### config.mk
export PLATFORM = sky130hd
export DESIGN_NAME = crt_dac_port_hotplug_control
export DESIGN_NICKNAME = d
export VERILOG_FILES = /design/src/inc/crt_dac_pkg.sv /design/src/crt_dac_port_hotplug_control.sv /design/src/hpd_timer.sv /design/src/sync_driver.sv
export SDC_FILE = /design/constraint.sdc
export NUM_CORES = 1
export LEC_CHECK = 0
export BUFFER_PORTS_ARGS = -buffer_cell sky130_fd_sc_hd__buf_2
export CAP_MARGIN = 20
export CORE_UTILIZATION = 36
export DETAILED_ROUTE_END_ITERATION = 8
export GPL_TIMING_DRIVEN = 1
export SETUP_SLACK_MARGIN = 0.2
export SYNTH_ARGS = -nofsm -noshare
export SYNTH_HDL_FRONTEND = slang
export SYNTH_SLANG_ARGS = --single-unit
### constraint.sdc
create_clock -name ref_clk -period 2.4 [get_ports ref_clk]
set_input_delay 0.24 -clock ref_clk [delete_from_list [all_inputs] [get_ports ref_clk]]
set_output_delay 0.24 -clock ref_clk [all_outputs]
set_load 0.05 [all_outputs]
### src/inc/crt_dac_pkg.sv
// constants and types shared by the crt dac port and hot plug control logic
//------------------------------------------------------------------------------
//------------------------------------------------------------------------------
package crt_dac_pkg;

    //--------------------------------------------------------------------------
    // register map
    //--------------------------------------------------------------------------
    localparam int ADDR_W = 20;
    localparam logic [19:0] CTL_OFFSET = 20'hE1100;
    localparam logic [31:0] CTL_RESET = 32'h0004_0000;
    localparam logic [31:0] CTL_WRITABLE = 32'hE0FF_0018;

    localparam int PORT_EN_BIT = 31;
    localparam int SRC_LSB = 29;
    localparam int STATUS_LSB = 24;
    localparam int HPD_EN_BIT = 23;
    localparam int ACT_BIT = 22;
    localparam int WARM_BIT = 21;
    localparam int SAMP_BIT = 20;
    localparam int THR_LSB = 18;
    localparam int REF_BIT = 17;
    localparam int FORCE_BIT = 16;
    localparam int VPOL_BIT = 4;
    localparam int HPOL_BIT = 3;

    localparam logic [1:0] SRC_A = 2'h0;
    localparam logic [1:0] SRC_B = 2'h1;
    localparam logic [1:0] SRC_C = 2'h2;

    //--------------------------------------------------------------------------
    // timing, counted on the raw reference clock
    //--------------------------------------------------------------------------
    localparam int CLK_HZ = 50_000_000;
    localparam int ACT_SHORT_CYCLES = 64;
    localparam int ACT_LONG_CYCLES = 128;
    localparam int WARMUP_SHORT_MS = 4;
    localparam int WARMUP_LONG_MS = 8;
    localparam int WARMUP_SHORT_CYCLES = WARMUP_SHORT_MS * (CLK_HZ / 1000);
    localparam int WARMUP_LONG_CYCLES = WARMUP_LONG_MS * (CLK_HZ / 1000);
    localparam int SAMPLE_SHORT_S = 2;
    localparam int SAMPLE_LONG_S = 4;
    localparam int SAMPLE_SHORT_CYCLES = SAMPLE_SHORT_S * CLK_HZ;
    localparam int SAMPLE_LONG_CYCLES = SAMPLE_LONG_S * CLK_HZ;
    localparam int TIMER_W = 32;

    // sync pins idle high out of reset, since both polarity bits reset to zero
    localparam logic SYNC_RESET_LEVEL = 1'h1;

    //--------------------------------------------------------------------------
    // types
    //--------------------------------------------------------------------------
    typedef struct packed {
        logic enabled;
        logic vblank;
        logic vsync;
        logic hsync;
    } trans_video_type;

    typedef struct packed {
        logic warm;
        logic sense;
        logic vref_high;
        logic [1:0] threshold;
    } hpd_analog_type;

    typedef enum logic [1:0] {
        ST_IDLE,
        ST_WAIT,
        ST_WARMUP,
        ST_ACTIVE
    } hpd_state_type;

endpackage : crt_dac_pkg

### src/crt_dac_port_hotplug_control.sv
// crt dac port control register, source routing, syncs and hot plug engine
module crt_dac_port_hotplug_control
    import crt_dac_pkg::*;
#(
    parameter int WARMUP_SHORT = WARMUP_SHORT_CYCLES,
    parameter int WARMUP_LONG = WARMUP_LONG_CYCLES,
    parameter int SAMPLE_SHORT = SAMPLE_SHORT_CYCLES,
    parameter int SAMPLE_LONG = SAMPLE_LONG_CYCLES
) (
    // clock and reset
    input wire logic ref_clk,
    input wire logic nrst,
    // register access
    input wire logic reg_wr,
    input wire logic reg_rd,
    input wire logic [ADDR_W-1:0] reg_addr,
    input wire logic [31:0] reg_wdata,
    output logic [31:0] reg_rdata,
    // fuse
    input wire logic dac_disable_fuse,
    // transcoders, index 0 is A
    input wire trans_video_type [2:0] trans_video,
    // dac port
    output logic dac_enable,
    output trans_video_type dac_video,
    output logic hsync_out,
    output logic vsync_out,
    // hot plug analog circuit
    output hpd_analog_type hpd_analog,
    input wire logic blue_sense,
    input wire logic green_sense,
    // to south interrupt status
    output logic hotplug_event
);

    //--------------------------------------------------------------------------
    // elaboration checks
    //--------------------------------------------------------------------------
    if (WARMUP_SHORT < 1 || WARMUP_LONG < 1 || SAMPLE_SHORT < 1 || SAMPLE_LONG < 1)
    begin : g_count_check
        $error("crt_dac_port_hotplug_control: period counts must be at least 1");
    end

    //--------------------------------------------------------------------------
    // declarations
    //--------------------------------------------------------------------------
    logic port_en_r;
    logic [1:0] src_sel_r;
    logic [1:0] status_r;
    logic [1:0] status_prev_r;
    logic hpd_en_r;
    logic act_long_r;
    logic warm_long_r;
    logic samp_long_r;
    logic [1:0] thr_r;
    logic ref_r;
    logic force_r;
    logic vpol_r;
    logic hpol_r;
    logic [31:0] reg_rdata_r;
    logic dac_enable_r;
    trans_video_type dac_video_r;
    hpd_analog_type hpd_analog_r;
    logic hotplug_event_r;
    logic vblank_prev_r;
    logic [1:0] last_result_r;
    logic forced_r;
    hpd_state_type state_r;
    hpd_state_type state_nxt;

    logic ctl_sel;
    logic ctl_wr;
    logic port_on;
    logic tmr_load;
    logic [TIMER_W-1:0] tmr_value;
    logic tmr_done;
    logic sample_now;
    logic frame_start;
    logic [1:0] result;
    logic report;
    logic force_done;

    //--------------------------------------------------------------------------
    // helpers
    //--------------------------------------------------------------------------
    function automatic trans_video_type pick_source(input logic [1:0] sel,
                                                    input trans_video_type [2:0] tv);
        trans_video_type v;
        v = '0;
        unique case (sel)
            SRC_A: v = tv[0];
            SRC_B: v = tv[1];
            SRC_C: v = tv[2];
            default: v = '0;
        endcase
        return v;
    endfunction : pick_source

    function automatic logic [31:0] ctl_image();
        logic [31:0] img;
        img = '0;
        img[PORT_EN_BIT] = port_en_r;
        img[SRC_LSB +: 2] = src_sel_r;
        img[STATUS_LSB +: 2] = status_r;
        img[HPD_EN_BIT] = hpd_en_r;
        img[ACT_BIT] = act_long_r;
        img[WARM_BIT] = warm_long_r;
        img[SAMP_BIT] = samp_long_r;
        img[THR_LSB +: 2] = thr_r;
        img[REF_BIT] = ref_r;
        img[FORCE_BIT] = force_r;
        img[VPOL_BIT] = vpol_r;
        img[HPOL_BIT] = hpol_r;
        return img & CTL_WRITABLE | {6'h00, status_r, 24'h00_0000} & 32'h0300_0000;
    endfunction : ctl_image

    //--------------------------------------------------------------------------
    // register access
    //--------------------------------------------------------------------------
    assign ctl_sel = (reg_addr == CTL_OFFSET);
    assign ctl_wr = reg_wr && ctl_sel;

    // plain read/write fields; reserved bits are never stored
    always_ff @(posedge ref_clk) begin
        if (!nrst) begin
            port_en_r <= CTL_RESET[PORT_EN_BIT];
            src_sel_r <= CTL_RESET[SRC_LSB +: 2];
            hpd_en_r <= CTL_RESET[HPD_EN_BIT];
            act_long_r <= CTL_RESET[ACT_BIT];
            warm_long_r <= CTL_RESET[WARM_BIT];
            samp_long_r <= CTL_RESET[SAMP_BIT];
            thr_r <= CTL_RESET[THR_LSB +: 2];
            ref_r <= CTL_RESET[REF_BIT];
            vpol_r <= CTL_RESET[VPOL_BIT];
            hpol_r <= CTL_RESET[HPOL_BIT];
        end else if (ctl_wr) begin
            port_en_r <= reg_wdata[PORT_EN_BIT];
            src_sel_r <= reg_wdata[SRC_LSB +: 2];
            hpd_en_r <= reg_wdata[HPD_EN_BIT];
            act_long_r <= reg_wdata[ACT_BIT];
            warm_long_r <= reg_wdata[WARM_BIT];
            samp_long_r <= reg_wdata[SAMP_BIT];
            thr_r <= reg_wdata[THR_LSB +: 2];
            ref_r <= reg_wdata[REF_BIT];
            vpol_r <= reg_wdata[VPOL_BIT];
            hpol_r <= reg_wdata[HPOL_BIT];
        end
    end

    // unmapped reads return zero so software sees no stale data
    always_ff @(posedge ref_clk) begin
        if (!nrst) begin
            reg_rdata_r <= '0;
        end else if (reg_rd && ctl_sel) begin
            reg_rdata_r <= ctl_image();
        end else begin
            reg_rdata_r <= '0;
        end
    end

    //--------------------------------------------------------------------------
    // port enable and source routing
    //--------------------------------------------------------------------------
    assign port_on = dac_enable_r;

    always_ff @(posedge ref_clk) begin
        if (!nrst) begin
            dac_enable_r <= 1'b0;
        end else begin
            dac_enable_r <= port_en_r && !dac_disable_fuse;
        end
    end

    // the selected feed also drives the detection spacing, so route it always
    always_ff @(posedge ref_clk) begin
        if (!nrst) begin
            dac_video_r <= '0;
        end else begin
            dac_video_r <= pick_source(src_sel_r, trans_video);
        end
    end

    sync_driver u_vsync (
        .ref_clk(ref_clk),
        .nrst(nrst),
        .port_on(port_on),
        .active_high(vpol_r),
        .sync_in(dac_video_r.vsync),
        .sync_out(vsync_out)
    );

    sync_driver u_hsync (
        .ref_clk(ref_clk),
        .nrst(nrst),
        .port_on(port_on),
        .active_high(hpol_r),
        .sync_in(dac_video_r.hsync),
        .sync_out(hsync_out)
    );

    //--------------------------------------------------------------------------
    // detection sequencer
    //--------------------------------------------------------------------------
    assign frame_start = dac_video_r.vblank && !vblank_prev_r;
    assign sample_now = (state_r == ST_ACTIVE) && tmr_done;
    assign result = {green_sense, blue_sense};
    assign report = sample_now && (forced_r || result != last_result_r);
    assign force_done = sample_now && forced_r;

    always_comb begin
        state_nxt = state_r;
        tmr_load = 1'b0;
        tmr_value = '0;
        unique case (state_r)
            ST_IDLE, ST_WAIT: begin
                if (force_r || (hpd_en_r && state_r == ST_IDLE)) begin
                    state_nxt = ST_WARMUP;
                    tmr_load = 1'b1;
                    tmr_value = warm_long_r ? TIMER_W'(WARMUP_LONG)
                                            : TIMER_W'(WARMUP_SHORT);
                end else if (!hpd_en_r) begin
                    state_nxt = ST_IDLE;
                end else if (dac_video_r.enabled ? frame_start : tmr_done) begin
                    state_nxt = ST_WARMUP;
                    tmr_load = 1'b1;
                    tmr_value = warm_long_r ? TIMER_W'(WARMUP_LONG)
                                            : TIMER_W'(WARMUP_SHORT);
                end
            end
            ST_WARMUP: begin
                if (!hpd_en_r && !forced_r) begin
                    state_nxt = ST_IDLE;
                end else if (tmr_done) begin
                    state_nxt = ST_ACTIVE;
                    tmr_load = 1'b1;
                    tmr_value = act_long_r ? TIMER_W'(ACT_LONG_CYCLES)
                                           : TIMER_W'(ACT_SHORT_CYCLES);
                end
            end
            ST_ACTIVE: begin
                if (!hpd_en_r && !forced_r) begin
                    state_nxt = ST_IDLE;
                end else if (tmr_done) begin
                    state_nxt = hpd_en_r ? ST_WAIT : ST_IDLE;
                    tmr_load = hpd_en_r;
                    tmr_value = samp_long_r ? TIMER_W'(SAMPLE_LONG)
                                            : TIMER_W'(SAMPLE_SHORT);
                end
            end
        endcase
    end

    hpd_timer #(
        .WIDTH(TIMER_W)
    ) u_timer (
        .ref_clk(ref_clk),
        .nrst(nrst),
        .load(tmr_load),
        .load_value(tmr_value),
        .done(tmr_done)
    );

    always_ff @(posedge ref_clk) begin
        if (!nrst) begin
            state_r <= ST_IDLE;
            vblank_prev_r <= 1'b0;
        end else begin
            state_r <= state_nxt;
            vblank_prev_r <= dac_video_r.vblank;
        end
    end

    // a cycle counts as forced if a pending force launched it
    always_ff @(posedge ref_clk) begin
        if (!nrst) begin
            forced_r <= 1'b0;
        end else if (state_nxt == ST_WARMUP && state_r != ST_WARMUP) begin
            forced_r <= force_r;
        end else if (state_nxt == ST_IDLE || state_nxt == ST_WAIT) begin
            forced_r <= 1'b0;
        end
    end

    // a fresh write of one in the completing cycle wins and runs again
    always_ff @(posedge ref_clk) begin
        if (!nrst) begin
            force_r <= CTL_RESET[FORCE_BIT];
        end else if (ctl_wr && reg_wdata[FORCE_BIT]) begin
            force_r <= 1'b1;
        end else if (force_done) begin
            force_r <= 1'b0;
        end
    end

    always_ff @(posedge ref_clk) begin
        if (!nrst) begin
            last_result_r <= '0;
        end else if (sample_now) begin
            last_result_r <= result;
        end
    end

    //--------------------------------------------------------------------------
    // channel status and event
    //--------------------------------------------------------------------------
    // a detection in the same cycle as a clearing write takes priority
    always_ff @(posedge ref_clk) begin
        if (!nrst) begin
            status_r <= CTL_RESET[STATUS_LSB +: 2];
        end else if (report) begin
            status_r <= result;
        end else if (ctl_wr) begin
            status_r <= status_r & ~reg_wdata[STATUS_LSB +: 2];
        end
    end

    always_ff @(posedge ref_clk) begin
        if (!nrst) begin
            status_prev_r <= CTL_RESET[STATUS_LSB +: 2];
            hotplug_event_r <= 1'b0;
        end else begin
            status_prev_r <= status_r;
            hotplug_event_r <= |(status_r ^ status_prev_r);
        end
    end

    //--------------------------------------------------------------------------
    // analog circuit control
    //--------------------------------------------------------------------------
    // settings pass through unchanged; legal pairings are software's duty
    always_ff @(posedge ref_clk) begin
        if (!nrst) begin
            hpd_analog_r <= '0;
        end else begin
            hpd_analog_r.warm <= (state_nxt == ST_WARMUP) || (state_nxt == ST_ACTIVE);
            hpd_analog_r.sense <= (state_nxt == ST_ACTIVE);
            hpd_analog_r.vref_high <= ref_r;
            hpd_analog_r.threshold <= thr_r;
        end
    end

    //--------------------------------------------------------------------------
    // outputs
    //--------------------------------------------------------------------------
    assign reg_rdata = reg_rdata_r;
    assign dac_enable = dac_enable_r;
    assign dac_video = dac_video_r;
    assign hpd_analog = hpd_analog_r;
    assign hotplug_event = hotplug_event_r;

endmodule : crt_dac_port_hotplug_control

### src/hpd_timer.sv
// down counter giving a one-cycle done pulse a loaded number of cycles later
module hpd_timer
    import crt_dac_pkg::*;
#(
    parameter int WIDTH = TIMER_W
) (
    // clock and reset
    input wire logic ref_clk,
    input wire logic nrst,
    // control
    input wire logic load,
    input wire logic [WIDTH-1:0] load_value,
    // result
    output logic done
);

    if (WIDTH < 2) begin : g_width_check
        $error("hpd_timer: WIDTH must be at least 2");
    end

    logic [WIDTH-1:0] cnt_r;
    logic busy_r;
    logic done_r;

    always_ff @(posedge ref_clk) begin
        if (!nrst) begin
            cnt_r <= '0;
            busy_r <= 1'b0;
        end else if (load) begin
            cnt_r <= load_value;
            busy_r <= 1'b1;
        end else if (busy_r) begin
            cnt_r <= cnt_r - WIDTH'(1);
            busy_r <= (cnt_r > WIDTH'(1));
        end
    end

    // a reload in the expiring cycle suppresses the stale pulse
    always_ff @(posedge ref_clk) begin
        if (!nrst) begin
            done_r <= 1'b0;
        end else begin
            done_r <= busy_r && !load && (cnt_r == WIDTH'(1));
        end
    end

    assign done = done_r;

endmodule : hpd_timer

### src/sync_driver.sv
// one sync output with programmable polarity and a defined level while off
module sync_driver
    import crt_dac_pkg::*;
(
    // clock and reset
    input wire logic ref_clk,
    input wire logic nrst,
    // control
    input wire logic port_on,
    input wire logic active_high,
    // sync
    input wire logic sync_in,
    output logic sync_out
);

    logic out_r;

    // internal sync is active high; an idle port parks on the inactive level
    always_ff @(posedge ref_clk) begin
        if (!nrst) begin
            out_r <= SYNC_RESET_LEVEL;
        end else if (!port_on) begin
            out_r <= ~active_high;
        end else begin
            out_r <= active_high ? sync_in : ~sync_in;
        end
    end

    assign sync_out = out_r;

endmodule : sync_driver

==> qor.yml <==
clocking:
  cts_buffers: 9
  cts_buffer_depth: 2
  h-tree-depth: 3
  path_clk_slew_ns: 0.07
  clkSinkCount: 85
  cts_tree: "yes"
  cts_root_buf: "clkbuf_16"
  clk_latency_ns: 0.34
sta:
  max_freq_mhz: 478
  setup_viol: 0
  tightest_slew_ns: 0.558
  period_minus_slack_ns: 2.09
  drv_slew: 0
  fin_crit_sh_pct: 87.1
  setup_ws_ns: 0.308
  tns_ns: 0
  max_slew_margin_pct: 62.3
  rsz0062_at_grt: "false"
  report.final.hold_viol_count: 0
  skew_ns: 0.00798
power_and_ir_drop:
  p_total_uw: 3040
  power.leakage_uw: 0.00210
  power.density_mw_per_mm2: 614
  ir_worst_vdd_uv: 366
final_layout:
  n_fill_cell: 1074
  utilization_pct: 45.1
  layout_commonest_cell: "dfxtp_1"
  drive_gt1_share_pct: 24.6
  layout.cells.non_filler: 696
  antenna_cells: 0
  fin_nets: 624
  final_cell_mix: "dfxtp_1 (85), buf_2 (81), nor2_1 (53), nand2_1 (26), a21oi_1 (25)"
  area_growth_pct: 20.7
route:
  num_vias: 3678
  drc: 0
  wl_um: 10200
  via_per_inst: 5.28
  ant_nets: 0
  wl_per_cell_um: 14.7
  firstDrtPassIters: 9
  drtIter0Drc: 196
place:
  dpl_worst_slack_ns: 0.328
  dp_cells: 680
  io_buffers: 81
  hpwl_um: 7450
  routabilityCongestion: 0.808
floorplan:
  num_rows: 38
  initial_utilization_pct: 37.4
  die_width_um: 109
  die_area_mm2: 0.0118
  dieHeight_um: 109
  core_mm2: 0.0110
  io-pin-count: 116
yosys:
  synthCells: 469
  avgSynthCellArea_um2: 8.76
  synth_cell_types: 62
  syn_area_mm2: 0.00411
  synth-edff-count: 0
  ys_warn_count: 0
  async_flop_share_pct: 0
  synthFlopType: "dfxtp_1"
  yosysSeqAreaShare_pct: 41.4
  ys_ff_latch: 85
run_status:
  outcome: "completed"
critical_path:
  worstSetupStartpointType: "flop"
  cp-end-kind: "flop"
  worstPathArrival_ns: 2.36
  critPathMaxStageDelay_ns: 0.45
  worstPathMaxFanout: 9
  crit_required_ns: 2.66
  crit_slowest_cell: "or3_4"
  crit_chain: "nor4_4 -> nand3_2 -> or3_4 -> or4_1 -> a21oi_1"
  crit_type: "flop to flop"
worst_hold_path:
  hold_path.class: "input port to flop"
grt:
  grt-ovfl-total: 0
  grt_pass1_wl_um: 16900
  track_usage_pct: 18.2
  grt_pass1_vias: 3516
  grt_max_degree: 23
  antenna_found_initial: 0
run:
  maxCapViolCount: 0
==> cell usage after synthesis, types with 12 or more instances <==
| library cell | n | share of area, % |
|---|---|---|
| nor2_1 | 53 | 4.8 |
| nand2_1 | 26 | 2.4 |
| nor3_1 | 13 | 1.6 |
| buf_4 | 19 | 3.5 |
| xnor2_1 | 12 | 2.6 |
| nor4_1 | 14 | 2.1 |
| clkbuf_1 | 16 | 1.5 |
| and2_1 | 21 | 3.2 |
| dfxtp_1 | 85 | 41 |
| inv_1 | 13 | 1.2 |
| a21oi_1 | 25 | 3.0 |
| mux2i_1 | 21 | 5.1 |
==> logic make-up after synthesis <==
| logic type | count (synthesis) | share of synthesized area (%) |
|---|---|---|
| and+or+nand+nor | 191 | 25.7 |
| AOI/OAI and AO/OA | 98 | 16.8 |
| DFF | 85 | 41.4 |
| buffers and inverters | 56 | 7.07 |
| muxes | 21 | 5.12 |
| xor gates and xnor gates | 15 | 3.20 |
| adders and majority gates | 2 | 0.609 |
| other | 1 | 0.0913 |
==> worst max-delay path, delay by kind of cell (launching register included) <==
kind / cells / cell delay [ns]
simple gates: 4 / 1.49
flops: 1 / 0.37
compound gates: 1 / 0.15
==> registers in the layout, indices dropped and copies added (netlist names), 2 cells and up <==
signal / flops
dac_video: 4
hpd_analog: 5
reg_rdata: 15
src_sel_r: 2
u_timer.cnt_r: 32
thr_r: 2
state_r: 2
status_r: 2
status_prev_r: 2
last_result_r: 2
==> stage by stage <==
stage                     hold slack, ns  instance area (µm²)
after floorplan                    0.316                 4170
after global placement             0.415                 4630
after detailed placement           0.416                 4630
after CTS                         0.0527                 4950
after global routing              0.0554                 4960
final                             0.0630                 4960
==> what timing repair did <==
action                     in CTS  in global routing
resized for setup               0                  1
setup endpoints to repair       0                  1
setup buffers                   0                  0
hold buffers                    0                  0
==> final timing paths <==
path	cells after the start	startpoint	to	slack (ns)
worst max-delay path	5	u_timer.cnt_r[18]	u_timer.cnt_r[28]	0.31
worst min-delay path	2	dac_disable_fuse	dac_enable	0.06
worst max register to register	5	u_timer.cnt_r[18]	u_timer.cnt_r[28]	0.31
worst min register to register	1	u_timer.cnt_r[15]	u_timer.cnt_r[15]	0.48
==> layer usage <==
metal / part of all wire (%) / routed length, µm / global-route usage (%)
met1: 45 / 4560 / 22.2
met2: 47 / 4840 / 31.1
met3: 6.7 / 682 / 5.62
met4: 1.3 / 128 / 4.63
met5: 0 / 0 / 0
==> power breakdown <==
part	switching [µW]	total (µW)	leakage, µW	internal (µW)
registers	2.64	1420	0.000686	1410
clock network	603	1450	0.000152	852
logic	120	169	0.00126	48.9
total	726	3040	0.00210	2320
==> area by class of cell <==
cell class | count | area, µm² | area share (%)
clock buffers | 10 | 239 | 4.82
clock inverters | 6 | 75.1 | 1.51
inverters | 13 | 48.8 | 0.984
multi-input cells | 344 | 2180 | 44.1
flip-flops and latches | 85 | 1700 | 34.3
well taps | 140 | 175 | 3.53
repair buffers | 98 | 533 | 10.8
Note: power is estimated with default switching activity, not from simulation.
